[src/logic/debug_link_pkg.sv]
// Constants, register map and types of the single-pin debug serial link.
// Assumes one 100 MHz system clock and a plain register port.
package debug_link_pkg;

  localparam int ADDR_W = 8;
  localparam int DATA_W = 32;

  // Register offsets
  localparam logic [7:0] OFS_CTRL = 8'h00;
  localparam logic [7:0] OFS_RELOAD = 8'h04;
  localparam logic [7:0] OFS_STATUS = 8'h08;
  localparam logic [7:0] OFS_TXDATA = 8'h0C;
  localparam logic [7:0] OFS_RXDATA = 8'h10;

  // Control register bit positions
  localparam int CTRL_EN = 0;
  localparam int CTRL_LOCK = 1;
  localparam int CTRL_SYNC_CR = 2;
  localparam int CTRL_ARM = 3;
  localparam int CTRL_NINE = 4;
  localparam int CTRL_ABORT = 5;
  localparam int CTRL_FERR = 6;
  localparam int CTRL_COLL = 7;

  // Debug control register, bit 7 down to bit 0
  typedef struct packed {
    logic coll;
    logic ferr;
    logic abort_status;
    logic nine_bit;
    logic autobaud_arm;
    logic sync_cr;
    logic lock;
    logic enable;
  } ctrl_t;

  // Enable and auto-baud armed after reset
  localparam logic [7:0] CTRL_RESET = 8'h09;
  localparam logic [15:0] RELOAD_RESET = 16'h0040;
  localparam int RELOAD_EN_BITS = 12;
  localparam logic [15:0] BREAK_CLKS = 16'h1000;

  // Sync characters and rising edges that close their measurement
  localparam logic [7:0] SYNC_DEFAULT = 8'h80;
  localparam logic [7:0] SYNC_CR = 8'h0D;
  localparam logic [1:0] AB_RISES_DEFAULT = 2'h1;
  localparam logic [1:0] AB_RISES_CR = 2'h3;

  // Status register bit positions
  localparam int STAT_TX_BUSY = 0;
  localparam int STAT_RX_VALID = 1;
  localparam int STAT_BREAK = 2;
  localparam int STAT_AUTOBAUD = 3;

  typedef enum logic [2:0] {
    ST_IDLE = 3'h0,
    ST_RX_START = 3'h1,
    ST_RX_DATA = 3'h3,
    ST_RX_STOP = 3'h2,
    ST_TX = 3'h6,
    ST_BREAK = 3'h7,
    ST_AUTOBAUD = 3'h5
  } link_state_t;

endpackage

[src/logic/debug_serial_link.sv]
// Single-pin half-duplex open-drain serial link with baud generator and auto-baud.
// Assumes the pin has an external pull-up and software uses the plain register port.
//
// Our own choices: the plain strobed port and the address map.
module debug_serial_link #(
  parameter logic [15:0] RELOAD_INIT = debug_link_pkg::RELOAD_RESET,
  parameter logic [15:0] BREAK_LEN = debug_link_pkg::BREAK_CLKS
) (
  input wire logic clk_i, // System clock
  input wire logic rstn_i, // Async reset, active low
  input wire logic [7:0] reg_addr_i, // Register byte address
  input wire logic [31:0] reg_wdata_i, // Write data
  input wire logic reg_wr_i, // Write strobe
  input wire logic reg_rd_i, // Read strobe
  output logic [31:0] reg_rdata_o, // Read data, cycle after strobe
  input wire logic debug_serial_pin_i, // Pin level
  output logic debug_serial_pin_do_o, // Pin output value, always low
  output logic debug_serial_pin_oe_o, // Pin pulled low while high
  output logic on_chip_debugger_en_o, // Debugger owns the pin
  output logic pin_free_o // Pin released for other use
);

  ////////////////////////////////////////////////////////////////////////////
  // Declarations

  debug_link_pkg::ctrl_t ctrl_r;
  debug_link_pkg::link_state_t st_r;
  logic [15:0] reload_r;
  logic [15:0] cnt_r;
  logic [15:0] ab_cnt_r;
  logic [1:0] ab_rise_r;
  logic [3:0] idx_r;
  logic [8:0] shift_r;
  logic [10:0] frame_r;
  logic [8:0] tx_data_r;
  logic tx_pend_r;
  logic [8:0] rx_data_r;
  logic rx_valid_r;
  logic [2:0] sync_r;
  logic line_r;
  logic line_q;
  logic fall;
  logic rise;
  logic tick;
  logic [15:0] eff_reload;
  logic [15:0] bit_cyc;
  logic [15:0] half_cyc;
  logic [3:0] nbits;
  logic rx_ok;
  logic rx_ferr;
  logic tx_coll;
  logic abort_go;
  logic tx_start;
  logic ab_done;
  logic [1:0] ab_target;
  logic ab_counting;
  logic wr_ctrl;
  logic [3:0] oe_dly_r;

  ////////////////////////////////////////////////////////////////////////////
  // Pin input synchroniser; level changes once second and third stages agree

  always_ff @(posedge clk_i or negedge rstn_i) begin
    if (!rstn_i) begin
      sync_r <= 3'h7;
    end else begin
      sync_r <= {sync_r[1:0], debug_serial_pin_i};
    end
  end

  always_ff @(posedge clk_i or negedge rstn_i) begin
    if (!rstn_i) begin
      line_r <= 1'b1;
      line_q <= 1'b1;
    end else begin
      if (sync_r[1] == sync_r[2]) begin
        line_r <= sync_r[2];
      end
      line_q <= line_r;
    end
  end

  assign fall = line_q & ~line_r;
  assign rise = ~line_q & line_r;

  ////////////////////////////////////////////////////////////////////////////
  // Baud timing

  always_comb begin
    eff_reload = reload_r;
    if (ctrl_r.enable) begin
      eff_reload = {4'h0, reload_r[debug_link_pkg::RELOAD_EN_BITS-1:0]};
    end
    bit_cyc = eff_reload >> 3;
    half_cyc = eff_reload >> 4;
    if (bit_cyc == 16'h0) begin
      bit_cyc = 16'h1;
    end
    if (half_cyc == 16'h0) begin
      half_cyc = 16'h1;
    end
  end

  assign nbits = ctrl_r.nine_bit ? 4'h9 : 4'h8;
  assign tick = (cnt_r == 16'h1);

  ////////////////////////////////////////////////////////////////////////////
  // Link events

  assign rx_ok = (st_r == debug_link_pkg::ST_RX_STOP) && tick && line_r;
  assign rx_ferr = (st_r == debug_link_pkg::ST_RX_STOP) && tick && !line_r;
  // Released bit read back low at mid bit means another driver; drive is delayed to match input latency
  assign tx_coll = (st_r == debug_link_pkg::ST_TX) && (cnt_r == half_cyc) && !oe_dly_r[3] && !line_r;
  assign abort_go = (rx_ferr | tx_coll) & ctrl_r.enable;
  assign tx_start = (st_r == debug_link_pkg::ST_IDLE) && !fall && tx_pend_r;
  assign ab_target = ctrl_r.sync_cr ? debug_link_pkg::AB_RISES_CR : debug_link_pkg::AB_RISES_DEFAULT;
  assign ab_counting = !ctrl_r.sync_cr || (ab_rise_r != 2'h0);
  assign ab_done = (st_r == debug_link_pkg::ST_AUTOBAUD) && rise && (2'(ab_rise_r + 2'h1) == ab_target);
  assign wr_ctrl = reg_wr_i && (reg_addr_i == debug_link_pkg::OFS_CTRL);

  ////////////////////////////////////////////////////////////////////////////
  // Link state machine

  always_ff @(posedge clk_i or negedge rstn_i) begin
    if (!rstn_i) begin
      st_r <= debug_link_pkg::ST_IDLE;
      cnt_r <= 16'h0;
      idx_r <= 4'h0;
      shift_r <= 9'h0;
      frame_r <= 11'h7FF;
      ab_cnt_r <= 16'h0;
      ab_rise_r <= 2'h0;
    end else begin
      case (st_r)
        debug_link_pkg::ST_IDLE: begin
          if (fall && ctrl_r.autobaud_arm) begin
            st_r <= debug_link_pkg::ST_AUTOBAUD;
            ab_cnt_r <= 16'h0;
            ab_rise_r <= 2'h0;
          end else if (fall) begin
            st_r <= debug_link_pkg::ST_RX_START;
            cnt_r <= half_cyc;
          end else if (tx_start) begin
            st_r <= debug_link_pkg::ST_TX;
            cnt_r <= bit_cyc;
            idx_r <= 4'(nbits + 4'h1);
            if (ctrl_r.nine_bit) begin
              frame_r <= {1'b1, tx_data_r, 1'b0};
            end else begin
              frame_r <= {2'h3, tx_data_r[7:0], 1'b0};
            end
          end
        end
        debug_link_pkg::ST_RX_START: begin
          if (!tick) begin
            cnt_r <= 16'(cnt_r - 16'h1);
          end else if (line_r) begin
            st_r <= debug_link_pkg::ST_IDLE;
          end else begin
            st_r <= debug_link_pkg::ST_RX_DATA;
            cnt_r <= bit_cyc;
            idx_r <= 4'h0;
          end
        end
        debug_link_pkg::ST_RX_DATA: begin
          if (!tick) begin
            cnt_r <= 16'(cnt_r - 16'h1);
          end else begin
            shift_r <= {line_r, shift_r[8:1]};
            cnt_r <= bit_cyc;
            idx_r <= 4'(idx_r + 4'h1);
            if (idx_r == 4'(nbits - 4'h1)) begin
              st_r <= debug_link_pkg::ST_RX_STOP;
            end
          end
        end
        debug_link_pkg::ST_RX_STOP: begin
          if (!tick) begin
            cnt_r <= 16'(cnt_r - 16'h1);
          end else if (abort_go) begin
            st_r <= debug_link_pkg::ST_BREAK;
            cnt_r <= BREAK_LEN;
          end else begin
            st_r <= debug_link_pkg::ST_IDLE;
          end
        end
        debug_link_pkg::ST_TX: begin
          if (abort_go) begin
            st_r <= debug_link_pkg::ST_BREAK;
            cnt_r <= BREAK_LEN;
          end else if (!tick) begin
            cnt_r <= 16'(cnt_r - 16'h1);
          end else if (idx_r == 4'h0) begin
            st_r <= debug_link_pkg::ST_IDLE;
          end else begin
            frame_r <= {1'b1, frame_r[10:1]};
            idx_r <= 4'(idx_r - 4'h1);
            cnt_r <= bit_cyc;
          end
        end
        debug_link_pkg::ST_BREAK: begin
          if (!tick) begin
            cnt_r <= 16'(cnt_r - 16'h1);
          end else begin
            st_r <= debug_link_pkg::ST_IDLE;
          end
        end
        debug_link_pkg::ST_AUTOBAUD: begin
          if (ab_counting) begin
            ab_cnt_r <= 16'(ab_cnt_r + 16'h1);
          end
          if (rise) begin
            ab_rise_r <= 2'(ab_rise_r + 2'h1);
          end
          if (ab_done || ab_cnt_r == 16'hFFFF) begin
            st_r <= debug_link_pkg::ST_IDLE;
          end
        end
        default: begin
          st_r <= debug_link_pkg::ST_IDLE;
        end
      endcase
    end
  end

  ////////////////////////////////////////////////////////////////////////////
  // Pin drive: open drain, pulled low only

  always_ff @(posedge clk_i or negedge rstn_i) begin
    if (!rstn_i) begin
      debug_serial_pin_oe_o <= 1'b0;
      debug_serial_pin_do_o <= 1'b0;
      oe_dly_r <= 4'h0;
    end else begin
      oe_dly_r <= {oe_dly_r[2:0], debug_serial_pin_oe_o};
      debug_serial_pin_do_o <= 1'b0;
      debug_serial_pin_oe_o <= ((st_r == debug_link_pkg::ST_TX) && !frame_r[0])
                               || (st_r == debug_link_pkg::ST_BREAK);
    end
  end

  ////////////////////////////////////////////////////////////////////////////
  // Control register

  always_ff @(posedge clk_i or negedge rstn_i) begin
    if (!rstn_i) begin
      ctrl_r <= debug_link_pkg::CTRL_RESET;
    end else begin
      if (wr_ctrl) begin
        ctrl_r.enable <= reg_wdata_i[debug_link_pkg::CTRL_EN] | ctrl_r.lock;
        ctrl_r.lock <= ctrl_r.lock | reg_wdata_i[debug_link_pkg::CTRL_LOCK];
        if (!ctrl_r.enable) begin
          ctrl_r.sync_cr <= reg_wdata_i[debug_link_pkg::CTRL_SYNC_CR];
        end
        ctrl_r.nine_bit <= reg_wdata_i[debug_link_pkg::CTRL_NINE];
      end
      if (ab_done) begin
        ctrl_r.autobaud_arm <= 1'b0;
      end else if (wr_ctrl) begin
        ctrl_r.autobaud_arm <= reg_wdata_i[debug_link_pkg::CTRL_ARM];
      end
      // Sticky flags: hardware set wins over a write-one clear
      ctrl_r.abort_status <= abort_go
        | (ctrl_r.abort_status & ~(wr_ctrl & reg_wdata_i[debug_link_pkg::CTRL_ABORT]));
      ctrl_r.ferr <= rx_ferr | (ctrl_r.ferr & ~(wr_ctrl & reg_wdata_i[debug_link_pkg::CTRL_FERR]));
      ctrl_r.coll <= tx_coll | (ctrl_r.coll & ~(wr_ctrl & reg_wdata_i[debug_link_pkg::CTRL_COLL]));
    end
  end

  always_ff @(posedge clk_i or negedge rstn_i) begin
    if (!rstn_i) begin
      on_chip_debugger_en_o <= 1'b1;
      pin_free_o <= 1'b0;
    end else begin
      on_chip_debugger_en_o <= ctrl_r.enable;
      pin_free_o <= !ctrl_r.enable;
    end
  end

  ////////////////////////////////////////////////////////////////////////////
  // Baud reload register

  always_ff @(posedge clk_i or negedge rstn_i) begin
    if (!rstn_i) begin
      reload_r <= RELOAD_INIT;
    end else if (ab_done) begin
      reload_r <= 16'(ab_cnt_r + 16'h1);
    end else if (reg_wr_i && reg_addr_i == debug_link_pkg::OFS_RELOAD) begin
      reload_r <= reg_wdata_i[15:0];
    end
  end

  ////////////////////////////////////////////////////////////////////////////
  // Transmit and receive data

  always_ff @(posedge clk_i or negedge rstn_i) begin
    if (!rstn_i) begin
      tx_data_r <= 9'h0;
      tx_pend_r <= 1'b0;
    end else begin
      if (tx_start || abort_go) begin
        tx_pend_r <= 1'b0;
      end else if (reg_wr_i && reg_addr_i == debug_link_pkg::OFS_TXDATA && !tx_pend_r
                   && st_r != debug_link_pkg::ST_TX) begin
        tx_pend_r <= 1'b1;
        tx_data_r <= reg_wdata_i[8:0];
      end
    end
  end

  always_ff @(posedge clk_i or negedge rstn_i) begin
    if (!rstn_i) begin
      rx_data_r <= 9'h0;
      rx_valid_r <= 1'b0;
    end else if (rx_ok) begin
      rx_valid_r <= 1'b1;
      rx_data_r <= ctrl_r.nine_bit ? shift_r : {1'b0, shift_r[8:1]};
    end else if (reg_rd_i && reg_addr_i == debug_link_pkg::OFS_RXDATA) begin
      rx_valid_r <= 1'b0;
    end
  end

  ////////////////////////////////////////////////////////////////////////////
  // Register read port

  always_ff @(posedge clk_i or negedge rstn_i) begin
    if (!rstn_i) begin
      reg_rdata_o <= 32'h0;
    end else if (!reg_rd_i) begin
      reg_rdata_o <= 32'h0;
    end else if (reg_addr_i == debug_link_pkg::OFS_CTRL) begin
      reg_rdata_o <= {24'h0, ctrl_r};
    end else if (reg_addr_i == debug_link_pkg::OFS_RELOAD) begin
      reg_rdata_o <= {16'h0, reload_r};
    end else if (reg_addr_i == debug_link_pkg::OFS_STATUS) begin
      reg_rdata_o <= {28'h0, st_r == debug_link_pkg::ST_AUTOBAUD, st_r == debug_link_pkg::ST_BREAK,
                      rx_valid_r, tx_pend_r | (st_r == debug_link_pkg::ST_TX)};
    end else if (reg_addr_i == debug_link_pkg::OFS_RXDATA) begin
      reg_rdata_o <= {23'h0, rx_data_r};
    end else begin
      reg_rdata_o <= 32'h0;
    end
  end
endmodule

[config.mk]
export PLATFORM = sky130hd
export DESIGN_NAME = debug_serial_link
export DESIGN_NICKNAME = d
export VERILOG_FILES = /design/src/logic/debug_link_pkg.sv /design/src/logic/debug_serial_link.sv
export SDC_FILE = /design/constraint.sdc
export NUM_CORES = 1
export LEC_CHECK = 0
export ABC_AREA = 0
export BUFFER_PORTS_ARGS = -buffer_cell sky130_fd_sc_hd__buf_4
export CAP_MARGIN = 25
export CORE_MARGIN = 1.5
export CORE_UTILIZATION = 40
export DETAILED_ROUTE_END_ITERATION = 10
export GPL_TIMING_DRIVEN = 0
export PLACE_DENSITY_LB_ADDON = 0.2
export SKIP_CTS_REPAIR_TIMING = 1
export SYNTH_ARGS = -nofsm -noshare
export SYNTH_HDL_FRONTEND = slang
export SYNTH_SLANG_ARGS = --single-unit
[constraint.sdc]
create_clock -name clk_i -period 3.2 [get_ports clk_i]
set_input_delay 0.64 -clock clk_i [delete_from_list [all_inputs] [get_ports clk_i]]
set_output_delay 0.64 -clock clk_i [all_outputs]
set_load 0.01 [all_outputs]
==> results.json <==
{
  "status": "complete, no violations",
  "placed_cells": 1077,
  "core_area_mm2": 0.01796,
  "p_total_mw": 7.107,
  "crit_chain": "buf_2, or4_4, or3_1, buf_6, or2_1, buf_6, nand2_1, a21o_1, buf_2, o22ai_1, a21oi_1, a21oi_1",
  "synth_top_area_share": 0.3869,
  "place_ws_ns": -0.2935,
  "irDropWorstVdd_v": 0.0004587,
  "arrival_ns": 3.40,
  "ff2ff_path_depth": 12,
  "critPathMaxFanout": 10,
  "final_cell_mix": "dfrtp_1, nand2_1, nor2_1",
  "layout_setup_ws_ns": 0.1016,
  "maxSlewHeadroom": 0.3794,
  "routedWlPerCell_um": 18.49,
  "fin_nets": 920,
  "synth_top_cell_by_area": "dfrtp_1",
  "use_met1": 0.3071,
  "grt_pass1_wl_mm": 32.64,
  "synth_cell_types": 69,
  "min-delay-path-class": "input port to async pin",
  "insertion_delay_ns": 0.43,
  "sequentialPowerShare": 0.350,
  "ant_nets": 0,
  "r2r-start": "cnt_r[7]",
  "clock_skew_ns": 0.008673,
  "ios": 81,
  "die_y_um": 138.2,
  "htree_levels": 4,
  "maxCapViolCount": 0,
  "final_common_cell": "dfrtp_1",
  "yosysSeqAreaShare": 0.4552,
  "cts_sinks": 132,
  "max_freq_ghz": 0.3228,
  "use_met2": 0.3234,
  "cts_buffer_depth": 2,
  "p_sw_mw": 2.827,
  "portBuffers": 45,
  "utilization": 0.4827,
  "cts_inserted_buffers": 17,
  "synth_seq_cells": 132,
  "viasPerCell": 5.519,
  "overflow": 0,
  "rsz0062_at_grt": "false",
  "grt_usage": 0.2175,
  "antenna_found_initial": 0,
  "wirelength_mm": 20.52,
  "p_comb_frac": 0.375,
  "grt-busiest-layer": "met2",
  "start_util": 0.4069,
  "grt_pass1_vias": 5909,
  "synth_ff_type": "dfrtp_1",
  "synth.area.top_cells": "dfrtp_1, dfstp_2, nand2_1, mux2_2, o21ai_0",
  "synth_edf_count": 0,
  "placement_rows": 49,
  "synthesis.area_mm2": 0.007310,
  "path_buf_inv": 4,
  "dp_hpwl_mm": 14.85,
  "critPathSlowestCell": "or4_4",
  "clk_pin_slew_worst_paths_ns": 0.06,
  "globalplace.congestion": 0.9008,
  "drtIter0Drc": 634,
  "required_ns": 3.50,
  "vias": 6126,
  "root_buffer": "clkbuf_16",
  "ys_warn_count": 0,
  "dieArea_mm2": 0.01909,
  "synthArstFlopShare": 1.000,
  "intPower_mw": 4.280,
  "hold_viol_final": 0,
  "finalCriticalPeriod_ns": 3.098,
  "grt_max_degree": 72,
  "antennaDiodeCount": 0,
  "cpPeakStageDelay_ns": 0.53,
  "drc_errors": 0,
  "area_delta_synth_final_pct": 18.62,
  "finalNonFillerCells": 1110,
  "critPathCaptureType": "register",
  "whs_ns": 0.1872,
  "drive_gt1_frac": 0.2020,
  "r2r-end": "cnt_r[0]",
  "crit_path_start_kind": "register",
  "powerDensity_mw_per_mm2": 819.7,
  "drv_slew": 0,
  "worst_pin_slew_ns": 0.9237,
  "path_class": "register to register",
  "setup_viol": 0,
  "r2r_slack_ns": 0.10,
  "syn-instance-count": 786,
  "synth.avg_cell_area_um2": 9.300,
  "fillers": 1731,
  "cts_tree": "built",
  "clkPwrFrac": 0.275,
  "swShare": 0.3978,
  "cp_top_family": "simple AND/OR/NAND/NOR gates",
  "firstDrtPassIters": 8,
  "use_met3": 0.05023,
  "post-route-period-util": 0.9682,
  "power.leakage_nw": 3.890,
  "die_w_um": 138.2
}
## stage by stage
step / cell area [µm²] / setup TNS (ns)
finish: 8671 / 0
floorplan: 7370 / 0
detailed placement: 8025 / -3.270
global route: 8671 / 0
CTS: 8608 / -2.875
global placement: 7994 / -3.895
## power by group through the flow
stage	Combinational, mW	Sequential [mW]	Clock, mW
global route	2.96	2.54	2.06
global placement	2.56	2.47	0
detailed placement	2.60	2.48	0
finish	2.66	2.49	1.95
CTS	2.61	2.46	1.99
floorplan	1.95	2.33	0
## synthesized netlist by cell type (3+ instances only)
| library cell | n |
|---|---|
| a211o_1 | 4 |
| a21o_1 | 6 |
| a21oi_1 | 50 |
| a222oi_1 | 6 |
| a22o_1 | 6 |
| a22oi_1 | 4 |
| a31oi_1 | 13 |
| and2_1 | 11 |
| and3_1 | 8 |
| buf_2 | 7 |
| buf_4 | 19 |
| buf_6 | 3 |
| clkbuf_1 | 34 |
| dfrtp_1 | 113 |
| dfstp_2 | 19 |
| ha_1 | 6 |
| inv_1 | 17 |
| mux2_2 | 29 |
| mux2i_1 | 22 |
| nand2_1 | 97 |
| nand2b_1 | 12 |
| nand3_1 | 18 |
| nand4_1 | 6 |
| nor2_1 | 74 |
| nor2b_1 | 10 |
| nor3_1 | 20 |
| nor4_1 | 9 |
| o211a_1 | 5 |
| o211ai_1 | 3 |
| o21ai_0 | 65 |
| o221ai_1 | 3 |
| o22ai_1 | 7 |
| o31ai_1 | 4 |
| or4_1 | 6 |
| xnor2_1 | 17 |
| xor2_1 | 14 |
## worst max path at each step
stage | startpoint | end | slack, ns | cells after the start
2_1_floorplan | reg_addr_i[1] | reload_r[12] | 0.35 | 9
3_3_place_gp | ctrl_r[0] | cnt_r[11] | -0.28 | 10
3_5_place_dp | ctrl_r[0] | cnt_r[3] | -0.29 | 10
4_1_cts | ctrl_r[0] | cnt_r[3] | -0.29 | 10
5_1_grt | st_r[1] | idx_r[3] | 0.004 | 12
6_report | cnt_r[7] | cnt_r[0] | 0.10 | 12
## registers in the layout, indices dropped and copies added, names as in the netlist, 4 cells and up
name and count:
reg_rdata_o 16, oe_dly_r 4, cnt_r 16, idx_r 4
ab_cnt_r 16, shift_r 9, ctrl_r 8, tx_data_r 9
frame_r 10, rx_data_r 9, reload_r 16
## worst reg2reg max path, stage by stage, from the launching register on
cell     delay [ns]
dfrtp_1        0.36
buf_2          0.17
or4_4          0.54
or3_1          0.33
buf_6          0.15
or2_1          0.23
buf_6          0.14
nand2_1        0.06
a21o_1         0.26
buf_2          0.29
o22ai_1        0.11
a21oi_1        0.22
a21oi_1        0.11
## area by class of cell
class | count | area [µm²] | share of cell area
Sequential cell | 132 | 3327 | 0.3837
Timing Repair Buffer | 47 | 376.6 | 0.04343
Buffer | 64 | 351.6 | 0.04055
Tap cell | 229 | 286.5 | 0.03304
Clock buffer | 18 | 429.2 | 0.04949
Inverter | 18 | 67.56 | 0.007792
Clock inverter | 14 | 153.9 | 0.01775
Multi-Input combinational cell | 588 | 3679 | 0.4242
## metal layers
layer	routed length [µm]	up-vias
met4	531	0
met1	9446	2980
li1	-	2927
met2	9318	189
met5	0	-
met3	1226	30
## kinds of logic (layout without fill, tap and decap cells)
group / after synthesis / after routing / synth area share
and+or+nand+nor: 287 / 287 / 0.1868
AOI/OAI and AO/OA: 193 / 194 / 0.1744
DFF: 132 / 132 / 0.4552
buffers and inverters: 83 / 161 / 0.05683
muxes: 51 / 51 / 0.07480
xor gates and xnor gates: 31 / 31 / 0.03714
adders and majority gates: 8 / 8 / 0.01438
other: 1 / 17 / 0.0005130
(Power assumes the default switching activity.)
